**config.mk**
```make
export PLATFORM = sky130hd
export DESIGN_NAME = ddr3_cmd_decoder
export DESIGN_NICKNAME = d
export VERILOG_FILES = /design/src/ddr3_cmd_pkg.sv /design/src/ddr3_cmd_decoder.sv
export SDC_FILE = /design/constraint.sdc
export NUM_CORES = 1
export LEC_CHECK = 0
export ABC_AREA = 1
export BUFFER_PORTS_ARGS = -buffer_cell sky130_fd_sc_hd__buf_4
export CELL_PAD_IN_SITES_DETAIL_PLACEMENT = 2
export CELL_PAD_IN_SITES_GLOBAL_PLACEMENT = 2
export CORE_MARGIN = 2
export CORE_UTILIZATION = 38
export DETAILED_ROUTE_END_ITERATION = 10
export HOLD_SLACK_MARGIN = 0.12
export MAX_ROUTING_LAYER = met4
export PLACE_DENSITY = 0.87
export SYNTH_ARGS = -nofsm -noshare
export SYNTH_HDL_FRONTEND = slang
export SYNTH_SLANG_ARGS = --single-unit
```
**constraint.sdc**
```tcl
create_clock -name ref_clk_i -period 9.55 [get_ports ref_clk_i]
set_clock_uncertainty 0.15 [all_clocks]
set_input_delay 0.955 -clock ref_clk_i [delete_from_list [all_inputs] [get_ports ref_clk_i]]
set_output_delay 0.955 -clock ref_clk_i [all_outputs]
set_load 0.02 [all_outputs]
```
**src/ddr3_cmd_pkg.sv**
```systemverilog
// Constants of the DDR3 command-side block: command codes, mode fields,
// write timing and reset values.
// Assumes one 20 MHz system clock that oversamples the memory clock pins.
// ****************************************************************
// How it works
// [RQ1] Controller spaces read to precharge by additive latency plus delay.
// [RQ2] Read-to-precharge delay is at least max of four clocks, 7.5 ns.
// [RQ3] Controller also honours activate-to-precharge minimum first.
// [RQ4] New activate waits precharge period and row cycle time both.
// [RQ5] On the fly, A12 low chops to four beats, high gives eight.
// [RQ6] A12 on reads and writes only picks burst length, never column.
// [RQ7] Chopped bursts still keep four clocks between column commands.
// [RQ8] Mode zero field 00 gives eight beats; 01 lets A12 choose.
// [RQ9] Mode zero field 10 forces chopped four-beat reads and writes.
// [RQ10] Bad write strobe timing corrupts only that location, never hangs.
// [RQ11] One mask line per eight data lines, sampled like the data.
// [RQ12] Mask ignored on reads; acts as termination strobe when enabled.
// [RQ13] Controller counts write-to-read delay after the last write beat.
// [RQ14] Controller counts write recovery after last beat before precharge.
// [RQ15] Chip select, row and column strobes low, write high: refresh.
// [RQ16] Controller precharges all banks for precharge period before refresh.
// [RQ17] Refresh row comes from internal counter; all banks end idle.
// [RQ18] After refresh only no-op or deselect until refresh cycle time.
// [RQ19] Average refresh interval kept; at most eight postponed.
// [RQ20] Up to eight refreshes pulled in; more give no credit.
// [RQ21] No more than sixteen refreshes within two average intervals.
// [RQ22] Postponed count frozen during self-refresh, total never above eight.
// [RQ23] Controller tracks signed refresh debt bounded by plus, minus eight; the model caps only the pulled-in side at eight.
package ddr3_cmd_pkg;
   // ****************************************************************
   // Command codes {cs_n, ras_n, cas_n, we_n}
   // ****************************************************************
   localparam logic [3:0] CMD_MODE = 4'h0;
   localparam logic [3:0] CMD_REFRESH = 4'h1;
   localparam logic [3:0] CMD_PRECHARGE = 4'h2;
   localparam logic [3:0] CMD_ACTIVATE = 4'h3;
   localparam logic [3:0] CMD_WRITE = 4'h4;
   localparam logic [3:0] CMD_READ = 4'h5;
   // ****************************************************************
   // Address fields and mode register selects
   // ****************************************************************
   localparam int BL_SELECT_BIT = 12;
   localparam int AUTO_PRE_BIT = 10;
   localparam int TERM_STROBE_BIT = 11;
   localparam int COL_WIDTH = 10;
   localparam logic [2:0] SEL_MODE_ZERO = 3'h0;
   localparam logic [2:0] SEL_MODE_ONE = 3'h1;
   localparam logic [1:0] BL_FIXED_EIGHT = 2'h0;
   localparam logic [1:0] BL_ON_THE_FLY = 2'h1;
   localparam logic [1:0] BL_FIXED_FOUR = 2'h2;
   // ****************************************************************
   // Write timing and reset values
   // ****************************************************************
   localparam logic [3:0] WRITE_LATENCY = 4'h5;
   localparam logic [3:0] BEATS_FOUR = 4'h4;
   localparam logic [3:0] BEATS_EIGHT = 4'h8;
   localparam logic [1:0] BL_RESET = 2'h0;
   localparam logic [15:0] ROW_RESET = 16'h0000;
endpackage

```
**src/ddr3_cmd_decoder.sv**
```systemverilog
// Device-side command decoder for a DDR3 die: mode, activate, precharge,
// refresh, read and write commands; write beats go out as a store port.
// Assumes the memory clock and all pins are asynchronous to ref_clk_i,
// which must run at least four times faster than the memory clock.
//
// The pin synchroniser depth and the store-port write outputs are this design's own decisions.
module ddr3_cmd_decoder (
   input wire logic ref_clk_i, // 20 MHz system clock
   input wire logic rst_i, // Async reset, active high
   input wire logic ck_i, // Memory clock from controller
   input wire logic cs_n_i, // Chip select, low active
   input wire logic ras_n_i, // Row strobe, low active
   input wire logic cas_n_i, // Column strobe, low active
   input wire logic we_n_i, // Write enable, low active
   input wire logic [2:0] ba_i, // Bank address
   input wire logic [15:0] addr_i, // Address bus
   input wire logic [7:0] dq_i, // Write data lines
   input wire logic write_byte_mask_i, // Mask or termination strobe
   output logic rd_start_o, // Read accepted, one-cycle pulse
   output logic wr_en_o, // Store one beat, one-cycle pulse
   output logic [2:0] bank_o, // Bank of the column command
   output logic [9:0] col_o, // Column of read start or write beat
   output logic [7:0] wr_data_o, // Beat data
   output logic burst_eight_o, // Burst is eight beats
   output logic refresh_o, // Refresh accepted, one-cycle pulse
   output logic [15:0] refresh_row_o, // Row refreshed by last refresh
   output logic [7:0] bank_open_o, // Banks with an open row
   output logic term_strobe_o // Mask line used as termination strobe
);
   typedef enum logic [1:0] {
      WR_IDLE = 2'b00,
      WR_WAIT = 2'b01,
      WR_DATA = 2'b10
   } wr_state_e;

   // Two-flop synchronisers, then one more stage for edge finding
   localparam int SW = 33;
   logic [SW-1:0] meta_q, sync_q, prev_q;
   logic [SW-1:0] pins;
   logic ck_s, ck_p, rise, fall;
   logic [3:0] cmd;
   logic [2:0] ba_s;
   logic [15:0] addr_s;
   logic [7:0] dq_s;
   logic mask_s;
   logic [1:0] bl_mode_q, bl_mode_d;
   logic term_q, term_d;
   wr_state_e state_q, state_d;
   logic [3:0] cnt_q, cnt_d, beats_q, beats_d;
   logic rd_q, rd_d, wr_q, wr_d, ref_q, ref_d, b8_q, b8_d;
   logic [2:0] bank_q, bank_d;
   logic [9:0] col_q, col_d, base_q, base_d;
   logic [7:0] data_q, data_d, open_q, open_d;
   logic [15:0] row_q, row_d;
   logic eight;

   // ****************************************************************
   // Pin capture
   // ****************************************************************
   assign pins = {ck_i, cs_n_i, ras_n_i, cas_n_i, we_n_i, ba_i, addr_i,
                  dq_i, write_byte_mask_i};
   always_ff @(posedge ref_clk_i or posedge rst_i) begin
      if (rst_i) begin
         meta_q <= '0;
         sync_q <= '0;
         prev_q <= '0;
      end else begin
         meta_q <= pins;
         sync_q <= meta_q;
         prev_q <= sync_q;
      end
   end

   // Fields of the settled pins, edges of the memory clock
   assign ck_s = sync_q[32];
   assign ck_p = prev_q[32];
   assign rise = ck_s & ~ck_p;
   assign fall = ~ck_s & ck_p;
   assign cmd = sync_q[31:28];
   assign ba_s = sync_q[27:25];
   assign addr_s = sync_q[24:9];
   assign dq_s = sync_q[8:1];
   assign mask_s = sync_q[0];

   // Burst length from mode field and A12; reserved code runs as eight
   always_comb begin
      unique case (bl_mode_q)
         ddr3_cmd_pkg::BL_ON_THE_FLY:
            eight = addr_s[ddr3_cmd_pkg::BL_SELECT_BIT]; // RQ5
         ddr3_cmd_pkg::BL_FIXED_FOUR: eight = 1'b0; // RQ9
         default: eight = 1'b1; // RQ8
      endcase
   end

   // ****************************************************************
   // Command decode and write engine
   // ****************************************************************
   always_comb begin
      bl_mode_d = bl_mode_q;
      term_d = term_q;
      state_d = state_q;
      cnt_d = cnt_q;
      beats_d = beats_q;
      rd_d = 1'b0;
      wr_d = 1'b0;
      ref_d = 1'b0;
      b8_d = b8_q;
      bank_d = bank_q;
      col_d = col_q;
      base_d = base_q;
      data_d = data_q;
      open_d = open_q;
      row_d = row_q;
      if (rise) begin
         unique case (cmd)
            ddr3_cmd_pkg::CMD_MODE: begin
               if (ba_s == ddr3_cmd_pkg::SEL_MODE_ZERO) begin
                  bl_mode_d = addr_s[1:0];
               end
               if (ba_s == ddr3_cmd_pkg::SEL_MODE_ONE) begin
                  term_d = addr_s[ddr3_cmd_pkg::TERM_STROBE_BIT];
               end
            end
            ddr3_cmd_pkg::CMD_REFRESH: begin
               // Address bus ignored; internal row counter advances
               ref_d = 1'b1; // RQ15
               row_d = row_q + 16'h0001; // RQ17
               open_d = 8'h00; // RQ17
            end
            ddr3_cmd_pkg::CMD_ACTIVATE: open_d[ba_s] = 1'b1;
            ddr3_cmd_pkg::CMD_PRECHARGE: begin
               if (addr_s[ddr3_cmd_pkg::AUTO_PRE_BIT]) begin
                  open_d = 8'h00;
               end else begin
                  open_d[ba_s] = 1'b0;
               end
            end
            ddr3_cmd_pkg::CMD_READ: begin
               // Mask line is not looked at for reads
               rd_d = 1'b1; // RQ12
               b8_d = eight;
               bank_d = ba_s;
               col_d = addr_s[9:0]; // RQ6
            end
            ddr3_cmd_pkg::CMD_WRITE: begin
               if (state_q == WR_IDLE) begin
                  state_d = WR_WAIT;
                  cnt_d = 4'h1;
                  b8_d = eight;
                  beats_d = eight ? ddr3_cmd_pkg::BEATS_EIGHT
                                  : ddr3_cmd_pkg::BEATS_FOUR;
                  bank_d = ba_s;
                  base_d = addr_s[9:0]; // RQ6
               end
            end
            default: ;
         endcase
      end
      // Beat count is fixed once started, so bad strobes cannot stall it
      unique case (state_q)
         WR_IDLE: ;
         WR_WAIT: begin
            if (rise) begin
               if (cnt_q == ddr3_cmd_pkg::WRITE_LATENCY) begin
                  state_d = WR_DATA;
                  cnt_d = 4'h0;
               end else begin
                  cnt_d = cnt_q + 4'h1;
               end
            end
         end
         WR_DATA: begin
            if (rise | fall) begin
               // Mask sampled on the same edges as the data
               wr_d = ~mask_s | term_q; // RQ11 RQ12
               data_d = dq_s; // RQ10
               col_d = {base_q[9:3], 3'(base_q[2:0] + cnt_q[2:0])};
               cnt_d = cnt_q + 4'h1;
               if (cnt_q + 4'h1 == beats_q) begin
                  state_d = WR_IDLE; // RQ10
               end
            end
         end
         default: state_d = WR_IDLE;
      endcase
   end

   always_ff @(posedge ref_clk_i or posedge rst_i) begin
      if (rst_i) begin
         bl_mode_q <= ddr3_cmd_pkg::BL_RESET;
         term_q <= 1'b0;
         state_q <= WR_IDLE;
         cnt_q <= 4'h0;
         beats_q <= 4'h0;
         rd_q <= 1'b0;
         wr_q <= 1'b0;
         ref_q <= 1'b0;
         b8_q <= 1'b1;
         bank_q <= 3'h0;
         col_q <= 10'h000;
         base_q <= 10'h000;
         data_q <= 8'h00;
         open_q <= 8'h00;
         row_q <= ddr3_cmd_pkg::ROW_RESET;
      end else begin
         bl_mode_q <= bl_mode_d;
         term_q <= term_d;
         state_q <= state_d;
         cnt_q <= cnt_d;
         beats_q <= beats_d;
         rd_q <= rd_d;
         wr_q <= wr_d;
         ref_q <= ref_d;
         b8_q <= b8_d;
         bank_q <= bank_d;
         col_q <= col_d;
         base_q <= base_d;
         data_q <= data_d;
         open_q <= open_d;
         row_q <= row_d;
      end
   end

   // Outputs straight from flops
   assign rd_start_o = rd_q;
   assign wr_en_o = wr_q;
   assign bank_o = bank_q;
   assign col_o = col_q;
   assign wr_data_o = data_q;
   assign burst_eight_o = b8_q;
   assign refresh_o = ref_q;
   assign refresh_row_o = row_q;
   assign bank_open_o = open_q;
   assign term_strobe_o = term_q;
endmodule

```
# After elaboration in Yosys (flattened, before gate mapping)
# Cells that the tools add are included.
# op_classes
n_bitwise,10
eq_ne,13
add_sub_neg,3
n_lt_le_gt_ge,2
reduce_logical,13
n_mux,35
# op_table
op,count
$mux 10,4
$mux 4,7
$pmux 8 s3,1
$add 16x1->16 const B,1
$mux 2,7
$eq 4x3->1 const B,3
$reduce_and 3->1,4
$and 8x8->8,1
$eq 4x2->1 const B,2
$mux 1,8
$mux 8,1
$not 8->8,1
$or 8x8->8,1
$pmux 4 s2,1
$pmux 2 s3,1
$pmux 3 s2,1
$reduce_and 2->1,3
$add 4x1->4 const B,1
$eq 2x1->1 const B,2
$eq 2x2->1 const B,2
$eq 4x1->1 const B,1
$eq 4x4->1,1
$logic_not 4->1,1
$lt 3x4->1 const B,1
other kinds (15),20
# word_totals
input_bits,35
out_inout_bits,50
ff_bits,171

# Logic depth before layout (Yosys ltp)
# logic_depth
word_depth,8
mapped_depth,11

# Worst setup path before layout
# No wires, ideal clock.
# synth_timing
path_kind,register to register
from,"register row_q[0], in the netlist refresh_row_o[0]"
to,"register row_q[12], in the netlist refresh_row_o[12]"
path_stages_with_launch,9
n_path_buf,0
required_ps,9283
t_arrival_ps,1406
slack_ps,7877
cell_sequence,dfrtp_1 -> ha_1 -> inv_1 -> nor2_1 -> nand4_1 -> nor2_2 -> nand2_1 -> nand2_1 -> nand2_1
# synth_via
elab_chain_cells,1
# synth_lines
element,line,text
from (decl),ddr3_cmd_decoder.sv:54,"logic [15:0] row_q, row_d;"
from (signal assigned),ddr3_cmd_decoder.sv:204,row_q <= ddr3_cmd_pkg::ROW_RESET;
from (signal assigned),ddr3_cmd_decoder.sv:220,row_q <= row_d;
$add 16x1->16,ddr3_cmd_decoder.sv:127,row_d = row_q + 16'h0001;
# Every way passes these cells.
# A chain may end at the register's enable or synchronous reset.

# Worst setup path after layout
# layout_timing
from,register prev_q[32]
to,"register bank_q[1], in the netlist bank_o[1]"
# layout_via
elab_chain_cells,3
# layout_lines
element,line,text
from (decl),ddr3_cmd_decoder.sv:38,"logic [SW-1:0] meta_q, sync_q, prev_q;"
from (signal assigned),ddr3_cmd_decoder.sv:70,prev_q <= sync_q;
$not 1->1,ddr3_cmd_decoder.sv:77,assign rise = ck_s & ~ck_p;
$and 1x1->1,ddr3_cmd_decoder.sv:77,
$reduce_and 3->1 (no line),-,
to (signal assigned),ddr3_cmd_decoder.sv:215,bank_q <= bank_d;
to (decl),ddr3_cmd_decoder.sv:51,"logic [2:0] bank_q, bank_d;"
# Every way passes these cells.

==> summary.md <==
| Metric | Value |
|---|---|
| Outcome | `completed` |
| Average via count per standard cell | `just over 5` |
| Hold buffers post-CTS | `0` |
| Critical path's slowest cell | `nand4_2` |
| Vias | `3907` |
| Layout cells sized above 1 | `24.24%` |
| Period minus WS final | `2.542 ns` |
| Largest area contributor in the netlist | `dfrtp_1` |
| CP delay by family, top | `simple AND/OR/NAND/NOR gates` |
| Worst path cell trace | `inv_1, ha_1, nand4_2, inv_2, nor2_2, nand2_1, o21ai_0` |
| PortBufs | `81` |
| Final Hold Viols | `0` |
| Max-cap violation count | `0` |
| Rows | `42` |
| Startpoint types | `flip-flop` |
| Critical Path AT | `about 2.7 ns` |
| Antenna fix cells | `0` |
| Worst R2R Path Depth | `7` |
| # fillers | `1364` |
| Final setup viols | `0` |
| Cell area after synthesis | `5057 um^2` |
| First-pass GRT wire length | `roughly 26000 um` |
| RSZ-0062 raised after global routing | `no` |
| Worst Hold End | `sync_q[2]$_DFF_PP0_` |
| Worst Tran Pin Value | `0.9269 ns` |
| DP HPWL | `between 9000 and 10000 um` |
| Die Footprint | `14250 um^2` |
| Grt total ovfl | `0` |
| Routed wire per std cell | `21.51 um` |
| Footprint of the multi-input gates | `1548 um^2` |
| Top-count cell post-synth | `dfrtp_1` |
| Top FF cell, synth | `dfrtp_1` |
| Hold path start | `meta_q[2]$_DFF_PP0_` |
| CP Data Required Time | `9.69 ns` |
| Peak supply drop | `approximately 0.0001 V` |
| Setup CP Type | `flip-flop to flip-flop` |
| Fin area | `around 6500 um^2` |
| Yosys reg bits | `131` |
| Layout Utilization | `49.11%` |
| Ys Warns | `0` |
| Power per cell area | `231.3 nW/um^2` |
| Synth top area share | `roughly 64%` |
| Worst r2r src | `prev_q[32]$_DFF_PP0_` |
| Die Ht | `119.4 um` |
| # DRC | `0` |
| Seq. cell area | `3279 um^2` |
| Setup TNS | `0 ns` |
| H-tree depth | `4` |
| Initial core utilization | `38.50%` |
| CTS tree | `yes` |
| Number of global-route vias before repair | `4510` |
| Crit path buffers/inverters | `2` |
| Worst hold path type | `flip-flop to flip-flop` |
| Fin crit share | `26.61%` |
| Avg Cell Area, Syn | `10.43 um^2` |
| Syn_nets | `530` |
| Final Max Tran Viols | `0` |
| GR Util All Layers | `~25%` |
| Final ANT Viol Nets | `0` |
| Cells after Synth | `485` |
| Setup Buffers After CTS | `0` |
| Die width | `119.4 um` |
| Slowest Stage Delay on Critical Path | `around 0.6 ns` |
| FF-to-FF End | `bank_o[1]$_DFFE_PP0P_` |
| DRT Pass-1 Iters | `4` |
| Pin count of the biggest net entering global routing | `75` |
| Worst-path clk slew | `about 0.060 ns` |
| Max FO, Critical Path | `17` |
| Ports | `85` |
| F_max | `just under 0.4 GHz` |
| Seq/Total Area, Yosys | `64.84%` |
| Fin nets | `622` |
| Max clock buf depth | `2` |
| Max_slew headroom | `a little under two fifths` |
| Root Buffer | `clkbuf_16` |
| Post-Route WL | `about 16000 um` |
| EDFF count, synth | `0` |
| Synth top area cells | `dfrtp_1 64%, nand2_1 8.7%, nor2_1 3.7%, inv_1 3.0%, ha_1 2.2%` |
| Asr flop ratio synth | `100.0%` |
| Routability cong. | `0.7956` |
| CTS Buf Count | `17` |
| R2R Setup Slk | `7.01 ns` |
| Initial antenna violation count | `0` |
| Number of DRC violations after detailed-routing iteration 0 | `193` |
| Cell count of the worst hold path | `0` |
| Post-route insts no fill | `766` |
| Crit path capture type | `flip-flop` |
| Yosys cell types | `35` |
| Synth-to-layout area growth | `27.59%` |
| Worst-Skew Late Latency | `0.43 ns` |
| Core area | `13140 um^2` |
| Placed Cells | `734` |
| # resized after CTS | `0` |
| Synth top cells by count | `130 x dfrtp_1, 117 x nand2_1, 50 x nor2_1` |
| Area post-placement | `5849 um^2` |
| # clock sinks | `131` |
| Pleak | `0.003207 uW` |
kinds of logic after synthesis:
group	share of synthesized area [%]
multiplexers	1.781
adder cells (fa/ha/maj)	2.623
AO/OA/AOI/OAI	6.012
AND/OR/NAND/NOR	18.11
XOR/XNOR	2.078
buffers and inverters	4.552
flip-flops	64.84
cells in the final DEF (no fill, tap or decap), drive strengths merged:
cell type,n
clkinv,5
o21ai,35
clkinvlp,2
dfrtp,130
o211ai,1
o22ai,2
nand2,118
clkbuf,17
fa,1
nand4,7
mux2,8
nor3,7
nor3b,1
a31oi,8
o21a,1
or2,1
nand3,18
ha,9
xor2,7
xnor2,5
nor2,56
a21oi,8
and2,1
buf,83
bufinv,3
nand3b,3
inv,52
dfstp,1
area by class of cell:
| type | instances | area share (%) |
|---|---|---|
| Sequential cell | 131 | 50.82 |
| Clock buffer | 17 | 6.593 |
| Multi-Input combinational cell | 297 | 23.99 |
| Tap cell | 176 | 3.413 |
| Inverter | 47 | 2.773 |
| Clock inverter | 15 | 2.754 |
| Timing Repair Buffer | 83 | 9.657 |
metrics by stage:
stage                     worst slack (ns)  hold WS (ns)  total power (uW)
after global routing                 6.874        0.2079              1545
final                                7.008        0.1961              1492
after global placement               6.827        0.1819             795.0
after CTS                            6.995        0.2019              1507
after detailed placement             6.758        0.1856             811.7
after floorplan                      4.949        0.1812             731.8
worst register-to-register path, cell delays in order, from the launching register on:
cell and delay [ns]:
dfrtp_1 0.36, inv_1 0.06, ha_1 0.42, nand4_2 0.59, inv_2 0.50, nor2_2 0.15
nand2_1 0.09, o21ai_0 0.09
worst max path at each step:
stage                              start                    end  slack (ns)  depth (start not counted)
floorplan                          rst_i  bank_o[0]$_DFFE_PP0P_        4.95                          1
global placement                   rst_i    sync_q[4]$_DFF_PP0_        6.83                          3
detailed placement                 rst_i    sync_q[2]$_DFF_PP0_        6.76                          3
CTS                 prev_q[32]$_DFF_PP0_  bank_o[1]$_DFFE_PP0P_        6.99                          7
global route        prev_q[32]$_DFF_PP0_  bank_o[1]$_DFFE_PP0P_        6.87                          7
finish              prev_q[32]$_DFF_PP0_  bank_o[1]$_DFFE_PP0P_        7.01                          7
power breakdown:
group | internal [uW] | switching [uW] | total (uW)
clock | 413 | 267 | 680
combinational | 65.0 | 100 | 165
sequential | 605 | 42.0 | 647
sequential cells by signal, indices dropped and copies added, names as in the netlist:
register and flops:
refresh_o 1, state_q 2, meta_q 30, burst_eight_o 1
refresh_row_o 16, wr_data_o 8, base_q 10, sync_q 30
rd_start_o 1, cnt_q 4, term_strobe_o 1, bank_open_o 8
wr_en_o 1, col_o 10, bl_mode_q 2, prev_q 1
beats_q 2, bank_o 3
metal layers:
metal	global-route usage [%]	wire [um]	vias up
met1	28.72	6564	2031
met3	5.603	540	45
met5	-	0	-
met4	11.18	495	0
met2	43.50	8879	97
li1	-	-	1734
Power figures use the tool's default switching activity.
